===== config.mk =====
export PLATFORM = sky130hd
export DESIGN_NAME = branch_call_negate_exec
export DESIGN_NICKNAME = d
export VERILOG_FILES = /design/src/rtl/core_pkg.sv /design/src/rtl/exec_if.sv /design/src/rtl/branch_call_negate_exec.sv /design/src/rtl/byte_alu.sv /design/src/rtl/operand_addr.sv
export SDC_FILE = /design/constraint.sdc
export NUM_CORES = 1
export LEC_CHECK = 0
export ABC_AREA = 1
export BUFFER_PORTS_ARGS = -buffer_cell sky130_fd_sc_hd__buf_2
export CELL_PAD_IN_SITES_DETAIL_PLACEMENT = 0
export CELL_PAD_IN_SITES_GLOBAL_PLACEMENT = 1
export CORE_ASPECT_RATIO = 1.75
export CORE_MARGIN = 2
export CORE_UTILIZATION = 44
export CTS_CLUSTER_SIZE = 25
export DETAILED_ROUTE_END_ITERATION = 10
export MAX_ROUTING_LAYER = met4
export PLACE_DENSITY = 0.82
export SLEW_MARGIN = 20
export SYNTH_ARGS = -nofsm -noshare
export SYNTH_HDL_FRONTEND = slang
export SYNTH_HIERARCHICAL = 1
export SYNTH_SLANG_ARGS = --single-unit

===== constraint.sdc =====
create_clock -name mclk -period 5.1 [get_ports mclk]
set_input_delay 0.51 -clock mclk [delete_from_list [all_inputs] [get_ports mclk]]
set_output_delay 0.51 -clock mclk [all_outputs]
set_load 0.005 [all_outputs]

===== src/rtl/core_pkg.sv =====
// Shared constants and types for the branch, call and negate execution block
package core_pkg;

    // ==================================================================
    // Widths
    localparam int PC_W = 21;
    localparam int IR_W = 16;
    localparam int DA_W = 12;
    localparam int BSR_W = 4;
    localparam int ST_W = 5;
    localparam int BUS_AW = 8;
    localparam int BUS_DW = 32;

    // ==================================================================
    // Opcode fields
    localparam logic [7:0] OP_BR_ZERO = 8'hE0;
    localparam logic [7:0] OP_BR_CARRY = 8'hE2;
    localparam logic [6:0] OP_CALL = 7'h76;
    localparam logic [6:0] OP_NEGATE = 7'h36;
    localparam logic [5:0] OP_AND = 6'h05;
    localparam logic [3:0] OP_SECOND = 4'hF;
    localparam int SAVE_BIT = 8;
    localparam int ACCESS_BIT = 8;
    localparam int DEST_BIT = 9;

    // ==================================================================
    // Program counter steps
    localparam logic [PC_W-1:0] PC_STEP = 21'h000002;
    localparam logic [PC_W-1:0] CALL_RET_OFS = 21'h000004;

    // ==================================================================
    // Status bit positions
    localparam int ST_C = 0;
    localparam int ST_DC = 1;
    localparam int ST_Z = 2;
    localparam int ST_OV = 3;
    localparam int ST_N = 4;

    // ==================================================================
    // Access bank layout
    localparam logic [7:0] INDEX_LIMIT = 8'h5F;
    localparam logic [BSR_W-1:0] ACCESS_LOW_BANK = 4'h0;
    localparam logic [BSR_W-1:0] ACCESS_SFR_BANK = 4'hF;

    // ==================================================================
    // Register map
    localparam logic [BUS_AW-1:0] REG_CTRL = 8'h00;
    localparam logic [BUS_AW-1:0] REG_WORK = 8'h04;
    localparam logic [BUS_AW-1:0] REG_STATUS = 8'h08;
    localparam logic [BUS_AW-1:0] REG_BANK = 8'h0C;
    localparam logic [BUS_AW-1:0] REG_PC = 8'h10;
    localparam logic [BUS_AW-1:0] REG_RET_TOP = 8'h14;
    localparam logic [BUS_AW-1:0] REG_SHADOW = 8'h18;
    localparam int CTRL_RUN = 0;
    localparam int CTRL_EXT = 1;
    localparam logic [1:0] CTRL_RESET = 2'h1;
    localparam logic [PC_W-1:0] PC_RESET = 21'h000000;

    // ==================================================================
    // Enumerations
    typedef enum logic [1:0] {PH_Q1, PH_Q2, PH_Q3, PH_Q4} phase_t;
    typedef enum logic {EX_NORMAL, EX_FLUSH} exec_t;
    typedef enum logic [2:0] {IC_NOP, IC_BZ, IC_BC, IC_CALL, IC_NEG, IC_AND} iclass_t;

endpackage


===== src/rtl/exec_if.sv =====
// Signals between the sequencer, the operand address unit and the ALU
`timescale 1ns/1ns
interface exec_if;
    logic [core_pkg::IR_W-1:0] ir;
    logic extEn;
    logic [core_pkg::BSR_W-1:0] bank_select_reg;
    logic [core_pkg::DA_W-1:0] indexBase;
    logic [core_pkg::DA_W-1:0] opAddr;
    logic [7:0] operand;
    logic [7:0] work;
    logic isNeg;
    logic [core_pkg::ST_W-1:0] flagsIn;
    logic [7:0] result;
    logic [core_pkg::ST_W-1:0] flagsOut;

    modport ctrl (output ir, extEn, bank_select_reg, indexBase, operand, work, isNeg, flagsIn,
                  input opAddr, result, flagsOut);
    modport agen (input ir, extEn, bank_select_reg, indexBase, output opAddr);
    modport alu (input operand, work, isNeg, flagsIn, output result, flagsOut);
endinterface


===== src/rtl/branch_call_negate_exec.sv =====
// Four-phase execution of branch, call, negate and AND instructions
//
// Decided for this implementation: the register offsets and the plain strobed port.
`timescale 1ns/1ns

// Functional notes
// - Zero-flag branch adds 2 plus twice signed offset to PC; flags untouched.
// - Taken branch costs a second idle cycle; untaken one has no Q4 PC write.
// - Call is two words: low target byte, then word tagged 1111 with high bits.
// - Call pushes its address plus 4, then loads 20-bit target into PC bits 20:1.
// - Call with save bit set copies work, status and bank into shadows.
// - Negate writes two's complement back and updates N, OV, C, DC, Z.
// - Access bit clear selects the access bank for the operand unless extended indexing applies.
// - Access bit set takes the operand bank from the bank select register.
// - Extended mode with access clear indexes offsets up to 95 from base.
// - Carry-flag branch jumps like the zero branch, else runs in sequence.
// - AND of work and byte goes to work or byte by direction bit; N, Z.
module branch_call_negate_exec (
    // Clock and reset
    input wire logic mclk,
    input wire logic rst,
    // Register port
    input wire logic [core_pkg::BUS_AW-1:0] regAddr,
    input wire logic [core_pkg::BUS_DW-1:0] regWrData,
    input wire logic regWrStb,
    input wire logic regRdStb,
    output logic [core_pkg::BUS_DW-1:0] regRdData,
    // Program memory
    output logic [core_pkg::PC_W-1:0] pmAddr,
    output logic pmRead,
    input wire logic [core_pkg::IR_W-1:0] pmData,
    // Data memory
    output logic [core_pkg::DA_W-1:0] dmAddr,
    output logic dmRead,
    input wire logic [7:0] dmRdData,
    output logic dmWrite,
    output logic [7:0] dmWrData,
    // Index base for literal offset mode
    input wire logic [core_pkg::DA_W-1:0] indexBase,
    // Status
    output logic [core_pkg::PC_W-1:0] pcOut,
    output logic running
);

    // ==================================================================
    // State
    typedef struct packed {
        core_pkg::phase_t phase;
        core_pkg::exec_t ex;
        core_pkg::iclass_t ic;
        logic taken;
        logic [core_pkg::PC_W-1:0] pc;
        logic [core_pkg::IR_W-1:0] ir;
        logic [7:0] work;
        logic [core_pkg::ST_W-1:0] status;
        logic [core_pkg::BSR_W-1:0] bank_select_reg;
        logic [7:0] workShadow;
        logic [core_pkg::ST_W-1:0] statusShadow;
        logic [core_pkg::BSR_W-1:0] bankShadow;
        logic [core_pkg::PC_W-1:0] retTop;
        logic [1:0] ctrl;
        logic [7:0] operand;
        logic [core_pkg::PC_W-1:0] pmAddr;
        logic pmRead;
        logic [core_pkg::DA_W-1:0] dmAddr;
        logic dmRead;
        logic dmWrite;
        logic [7:0] dmWrData;
        logic [core_pkg::BUS_DW-1:0] rdData;
        logic running;
    } state_t;

    state_t s_r;
    state_t s_nxt;

    exec_if ex ();

    operand_addr u_addr (
        .ex(ex)
    );

    byte_alu u_alu (
        .ex(ex)
    );

    // ==================================================================
    // Decode
    function automatic core_pkg::iclass_t decode(input logic [core_pkg::IR_W-1:0] w);
        if (w[15:8] == core_pkg::OP_BR_ZERO) begin
            decode = core_pkg::IC_BZ;
        end else if (w[15:8] == core_pkg::OP_BR_CARRY) begin
            decode = core_pkg::IC_BC;
        end else if (w[15:9] == core_pkg::OP_CALL) begin
            decode = core_pkg::IC_CALL;
        end else if (w[15:9] == core_pkg::OP_NEGATE) begin
            decode = core_pkg::IC_NEG;
        end else if (w[15:10] == core_pkg::OP_AND) begin
            decode = core_pkg::IC_AND;
        end else begin
            // Zero word, stray second word and anything foreign fall here
            decode = core_pkg::IC_NOP;
        end
    endfunction

    logic [core_pkg::IR_W-1:0] decWord;
    core_pkg::iclass_t decClass;
    logic [core_pkg::PC_W-1:0] branchOfs;
    logic [core_pkg::PC_W-1:0] callTarget;
    logic hold;

    assign decWord = (s_r.phase == core_pkg::PH_Q1) ? pmData : s_r.ir;
    assign decClass = decode(pmData);
    // Sign-extended offset doubled
    assign branchOfs = {{12{s_r.ir[7]}}, s_r.ir[7:0], 1'b0};
    assign callTarget = {pmData[11:0], s_r.ir[7:0], 1'b0};
    // Parked at the start of an idle cycle while stopped
    assign hold = !s_r.ctrl[core_pkg::CTRL_RUN] && s_r.phase == core_pkg::PH_Q1
                  && s_r.ex == core_pkg::EX_FLUSH;

    assign ex.ir = decWord;
    assign ex.extEn = s_r.ctrl[core_pkg::CTRL_EXT];
    assign ex.bank_select_reg = s_r.bank_select_reg;
    assign ex.indexBase = indexBase;
    assign ex.operand = s_r.operand;
    assign ex.work = s_r.work;
    assign ex.isNeg = (s_r.ic == core_pkg::IC_NEG);
    assign ex.flagsIn = s_r.status;

    // ==================================================================
    // Next state
    always_comb begin
        s_nxt = s_r;
        s_nxt.pmRead = 1'b0;
        s_nxt.dmRead = 1'b0;
        s_nxt.dmWrite = 1'b0;
        s_nxt.rdData = '0;
        s_nxt.running = !hold;

        // Register reads: data stands the cycle after the strobe
        if (regRdStb) begin
            if (regAddr == core_pkg::REG_CTRL) begin
                s_nxt.rdData = {30'h0, s_r.ctrl};
            end else if (regAddr == core_pkg::REG_WORK) begin
                s_nxt.rdData = {24'h0, s_r.work};
            end else if (regAddr == core_pkg::REG_STATUS) begin
                s_nxt.rdData = {27'h0, s_r.status};
            end else if (regAddr == core_pkg::REG_BANK) begin
                s_nxt.rdData = {28'h0, s_r.bank_select_reg};
            end else if (regAddr == core_pkg::REG_PC) begin
                s_nxt.rdData = {11'h0, s_r.pc};
            end else if (regAddr == core_pkg::REG_RET_TOP) begin
                s_nxt.rdData = {11'h0, s_r.retTop};
            end else if (regAddr == core_pkg::REG_SHADOW) begin
                s_nxt.rdData = {15'h0, s_r.bankShadow, s_r.statusShadow, s_r.workShadow};
            end else begin
                s_nxt.rdData = '0;
            end
        end

        // Software writes; execution below overrides in the same cycle
        if (regWrStb) begin
            if (regAddr == core_pkg::REG_CTRL) begin
                s_nxt.ctrl = regWrData[1:0];
            end else if (regAddr == core_pkg::REG_WORK) begin
                s_nxt.work = regWrData[7:0];
            end else if (regAddr == core_pkg::REG_STATUS) begin
                s_nxt.status = regWrData[core_pkg::ST_W-1:0];
            end else if (regAddr == core_pkg::REG_BANK) begin
                s_nxt.bank_select_reg = regWrData[core_pkg::BSR_W-1:0];
            end
        end

        if (!hold) begin
            s_nxt.phase = core_pkg::phase_t'(s_r.phase + 2'h1);
            case (s_r.phase)
                core_pkg::PH_Q1: begin
                    if (s_r.ex == core_pkg::EX_NORMAL) begin
                        s_nxt.ir = pmData;
                        s_nxt.ic = decClass;
                        s_nxt.taken = 1'b0;
                        if (decClass == core_pkg::IC_NEG || decClass == core_pkg::IC_AND) begin
                            s_nxt.dmAddr = ex.opAddr;
                            s_nxt.dmRead = 1'b1;
                        end
                        if (decClass == core_pkg::IC_CALL) begin
                            // Second word arrives for Q4
                            s_nxt.pmAddr = s_r.pc + core_pkg::PC_STEP;
                            s_nxt.pmRead = 1'b1;
                        end
                    end
                end
                core_pkg::PH_Q2: begin
                    if (s_r.ex == core_pkg::EX_NORMAL && s_r.ic == core_pkg::IC_CALL) begin
                        s_nxt.retTop = s_r.pc + core_pkg::CALL_RET_OFS;
                        if (s_r.ir[core_pkg::SAVE_BIT]) begin
                            s_nxt.workShadow = s_r.work;
                            s_nxt.statusShadow = s_r.status;
                            s_nxt.bankShadow = s_r.bank_select_reg;
                        end
                    end
                end
                core_pkg::PH_Q3: begin
                    if (s_r.ex == core_pkg::EX_FLUSH) begin
                        // Refetch at the new PC during the idle cycle
                        s_nxt.pmAddr = s_r.pc;
                        s_nxt.pmRead = 1'b1;
                    end else begin
                        if (s_r.ic == core_pkg::IC_NEG || s_r.ic == core_pkg::IC_AND) begin
                            s_nxt.operand = dmRdData;
                        end
                        if (s_r.ic == core_pkg::IC_BZ) begin
                            s_nxt.taken = s_r.status[core_pkg::ST_Z];
                        end else if (s_r.ic == core_pkg::IC_BC) begin
                            s_nxt.taken = s_r.status[core_pkg::ST_C];
                        end
                        // Sequential advance happens at fetch, not in Q4
                        if (s_r.ic != core_pkg::IC_CALL &&
                            !((s_r.ic == core_pkg::IC_BZ && s_r.status[core_pkg::ST_Z]) ||
                              (s_r.ic == core_pkg::IC_BC && s_r.status[core_pkg::ST_C]))) begin
                            s_nxt.pc = s_r.pc + core_pkg::PC_STEP;
                            s_nxt.pmAddr = s_r.pc + core_pkg::PC_STEP;
                            s_nxt.pmRead = 1'b1;
                        end
                    end
                end
                default: begin
                    if (s_r.ex == core_pkg::EX_FLUSH) begin
                        s_nxt.ex = core_pkg::EX_NORMAL;
                    end else begin
                        case (s_r.ic)
                            core_pkg::IC_BZ, core_pkg::IC_BC: begin
                                if (s_r.taken) begin
                                    s_nxt.pc = s_r.pc + core_pkg::PC_STEP + branchOfs;
                                    s_nxt.ex = core_pkg::EX_FLUSH;
                                end
                            end
                            core_pkg::IC_CALL: begin
                                s_nxt.pc = callTarget;
                                s_nxt.ex = core_pkg::EX_FLUSH;
                            end
                            core_pkg::IC_NEG: begin
                                s_nxt.dmWrite = 1'b1;
                                s_nxt.dmWrData = ex.result;
                                s_nxt.status = ex.flagsOut;
                            end
                            core_pkg::IC_AND: begin
                                if (s_r.ir[core_pkg::DEST_BIT]) begin
                                    s_nxt.dmWrite = 1'b1;
                                    s_nxt.dmWrData = ex.result;
                                end else begin
                                    s_nxt.work = ex.result;
                                end
                                s_nxt.status = ex.flagsOut;
                            end
                            default: begin
                            end
                        endcase
                    end
                    // Stopping takes effect at a cycle boundary
                    if (!s_nxt.ctrl[core_pkg::CTRL_RUN]) begin
                        s_nxt.ex = core_pkg::EX_FLUSH;
                    end
                end
            endcase
        end
    end

    // ==================================================================
    // Registers
    always_ff @(posedge mclk) begin
        if (rst) begin
            s_r <= '0;
            s_r.phase <= core_pkg::PH_Q1;
            s_r.ex <= core_pkg::EX_FLUSH;
            s_r.ic <= core_pkg::IC_NOP;
            s_r.pc <= core_pkg::PC_RESET;
            s_r.ctrl <= core_pkg::CTRL_RESET;
        end else begin
            s_r <= s_nxt;
        end
    end

    assign regRdData = s_r.rdData;
    assign pmAddr = s_r.pmAddr;
    assign pmRead = s_r.pmRead;
    assign dmAddr = s_r.dmAddr;
    assign dmRead = s_r.dmRead;
    assign dmWrite = s_r.dmWrite;
    assign dmWrData = s_r.dmWrData;
    assign pcOut = s_r.pc;
    assign running = s_r.running;

endmodule // branch_call_negate_exec


===== src/rtl/byte_alu.sv =====
// Negate and AND datapath with status flag generation
`timescale 1ns/1ns
module byte_alu (
    exec_if.alu ex
);
    logic [8:0] diff;
    logic [4:0] nib;
    logic [7:0] res;

    assign diff = 9'h000 - {1'b0, ex.operand};
    assign nib = 5'h00 - {1'b0, ex.operand[3:0]};

    always_comb begin
        ex.flagsOut = ex.flagsIn;
        if (ex.isNeg) begin
            res = diff[7:0];
            // Borrow-style carries: set only when nothing was borrowed
            ex.flagsOut[core_pkg::ST_C] = ~diff[8];
            ex.flagsOut[core_pkg::ST_DC] = ~nib[4];
            ex.flagsOut[core_pkg::ST_OV] = ex.operand[7] & res[7];
        end else begin
            res = ex.work & ex.operand;
        end
        ex.flagsOut[core_pkg::ST_N] = res[7];
        ex.flagsOut[core_pkg::ST_Z] = (res == 8'h00);
        ex.result = res;
    end
endmodule // byte_alu


===== src/rtl/operand_addr.sv =====
// Data-memory operand address for byte instructions
`timescale 1ns/1ns
module operand_addr (
    exec_if.agen ex
);
    logic [7:0] f;
    logic accessSel;

    assign f = ex.ir[7:0];
    assign accessSel = ex.ir[core_pkg::ACCESS_BIT];

    always_comb begin
        if (accessSel) begin
            ex.opAddr = {ex.bank_select_reg, f};
        end else if (ex.extEn && f <= core_pkg::INDEX_LIMIT) begin
            // Index base plus literal offset; wraps inside data space
            ex.opAddr = ex.indexBase + {4'h0, f};
        end else if (f <= core_pkg::INDEX_LIMIT) begin
            ex.opAddr = {core_pkg::ACCESS_LOW_BANK, f};
        end else begin
            ex.opAddr = {core_pkg::ACCESS_SFR_BANK, f};
        end
    end
endmodule // operand_addr


==> results.py <==
metrics = {
    "floorplan": {
        "die_area_um2": 27000,
        "coreArea_um2": 25200,
        "io_pins": 178,
        "dieHeight_um": 216,
        "row_count": 77,
        "die-width_um": 125,
        "initial_core_util_pct": 44.8,
    },
    "place": {
        "port_buffers": 141,
        "hpwl_mm": 27.6,
        "placed_area_um2": 11500,
        "gp_congestion": 0.933,
        "placed_cells": 2018,
        "pre_cts_ws_ps": 1480,
    },
    "worst_setup_path": {
        "reg2regPathDepth": 16,
        "worstPathRequired_ps": 5480,
        "worstSetupEndpointType": "flip-flop",
        "start_kind": "flip-flop",
        "rr_startpoint": "pcOut[3]",
        "cp-startpoint": "pcOut[3]",
        "crit_fanout": 7,
        "critPathArrivalTime_ps": 4100,
        "critPathKind": "reg2reg",
    },
    "power_and_ir_drop": {
        "p_int_mw": 2.20,
        "p_sw_share_pct": 27.3,
        "clkPwrFrac_pct": 45.8,
        "power_frac_seq_pct": 44.0,
        "ir_drop_mv": 0.239,
        "power_density_nw_per_um2": 250,
        "p_leak_nw": 5.69,
        "p_switching_mw": 0.824,
        "power_frac_comb_pct": 10.2,
    },
    "layout": {
        "stdcell_count": 2050,
        "num-fill-cells": 2662,
        "syn_to_final_growth_pct": 6.91,
        "largest_register": "s_r",
        "seqCellArea_um2": 3340,
        "largest_reg_flops": 47,
        "multi_input_area_um2": 6230,
        "nets": 1843,
        "final_layout_size_suffix_gt1_share_pct": 14.8,
        "fin_area_um2": 12100,
        "diodes": 0,
    },
    "global_route": {
        "grt_usage_pct": 27.2,
        "use_met2_pct": 47.5,
        "met3_usage_pct": 3.92,
        "grt_busiest_layer": "met2",
        "grt_pass1_wl_mm": 56.4,
        "grt_pass1_vias": 10600,
        "antenna_found_initial": 0,
        "grt_start_max_net_pins": 87,
        "grt_overflow_total": 0,
        "met1_usage_pct": 27.9,
    },
    "route": {
        "first_pass_iters": 8,
        "finalWirelength_mm": 35.7,
        "viasPerCell": 5.34,
        "wl_per_cell_um": 17.4,
        "drcViolationCount": 0,
        "drt-initial-drc-count": 718,
        "ant_nets": 0,
        "num_vias": 10900,
    },
    "logic_synthesis": {
        "netlist_instances": 1710,
        "yosys_warnings": 6,
        "avgSynthCellArea_um2": 6.61,
        "syn_area_um2": 11300,
    },
    "sta": {
        "fin_skew_ps": 10.2,
        "setup_slack_ps": 1370,
        "period_minus_slack_ps": 3730,
        "fmax_ghz": 0.268,
        "worstMarginPinSlew_ps": 988,
        "drv_slew": 0,
        "hold_violations": 0,
        "finalCritPeriodShare_pct": 73.1,
        "setup_viol": 0,
        "slew-limit-headroom_pct": 33.4,
        "tns_ps": 0,
        "grt_setup_unrepaired": "false",
        "holdWs_ps": 277,
    },
    "clock_tree": {
        "cts_tree": "done",
        "cts_sinks": 167,
        "cts_hold_buffers": 0,
        "htree_levels": 4,
        "ctsResizeCount": 0,
        "clock-root-buffer": "clkbuf_16",
        "clk_latency_ps": 450,
        "post_cts_buffers": 0,
        "cts_made_buffers": 17,
        "clockBufferDepth": 2,
        "path_clk_slew_ps": 70,
    },
    "hold_path": {
        "holdPathStages": 3,
        "hold_start": "dmRdData[6]",
        "min_path_type": "in2reg",
    },
    "flow_run": {
        "maxCapViolCount": 0,
    },
    "run_status": {
        "status": "finished clean",
    },
}
==> critical path: stages, from the launching register on <==
cell	delay (ps)
dfxtp_1	510
ha_1	310
nand3_2	140
nor2_4	180
nand3_2	110
xor2_1	190
o21ai_0	430
inv_1	230
ha_1	340
a21oi_1	180
a21boi_0	190
nand2_1	150
nand2_1	90
inv_1	30
o21ai_0	180
o211ai_1	190
a21oi_1	190
==> final cells by class <==
type                       count  share of cell area [%]
timing repair buffer         149                    6.33
sequential                   167                    27.7
clock inverter                14                    1.58
multi-input combinational   1190                    51.5
clock buffer                  18                    3.55
tap                          316                    3.27
inverter                     196                    6.11
==> metrics by stage <==
| stage | power (mW) | utilization (%) |
|---|---|---|
| after global routing | 3.14 | 47.9 |
| after global placement | 1.66 | 45.4 |
| after detailed placement | 1.66 | 45.4 |
| final | 3.02 | 47.9 |
| after floorplan | 1.57 | - |
| after CTS | 3.04 | 47.9 |
==> power groups by stage <==
stage                     Sequential, mW  Clock [mW]  Combinational (mW)
after floorplan                     1.35           0               0.225
after global placement              1.36           0               0.301
after detailed placement            1.36           0               0.306
after CTS                           1.33        1.41               0.307
after global routing                1.33        1.46               0.347
final                               1.33        1.38               0.308
==> per-layer routing <==
metal | vias to the layer above | part of all wire, %
li1 | 5495 | -
met1 | 4989 | 38
met2 | 328 | 51
met3 | 133 | 3.6
met4 | 0 | 7.7
met5 | - | 0
==> layout by cell type, fill, tap and decap left out, types with 14 or more instances in the layout <==
cell	count
a21oi_1	147
a221oi_1	14
buf_2	141
clkbuf_16	17
dfxtp_1	166
ha_1	40
inv_1	184
nand2_1	359
nand2_2	18
nand3_1	97
nor2_1	172
o211ai_1	20
o21ai_0	150
xor2_1	27
==> path summary, 6_finish.rpt <==
| check | to | slack [ps] |
|---|---|---|
| max | pcOut[11] | 1370 |
| min | ex.operand[6] | 280 |
| max reg2reg | pcOut[11] | 1370 |
| min reg2reg | s_r[90] | 450 |
Note: power is estimated with default switching activity, not from simulation.
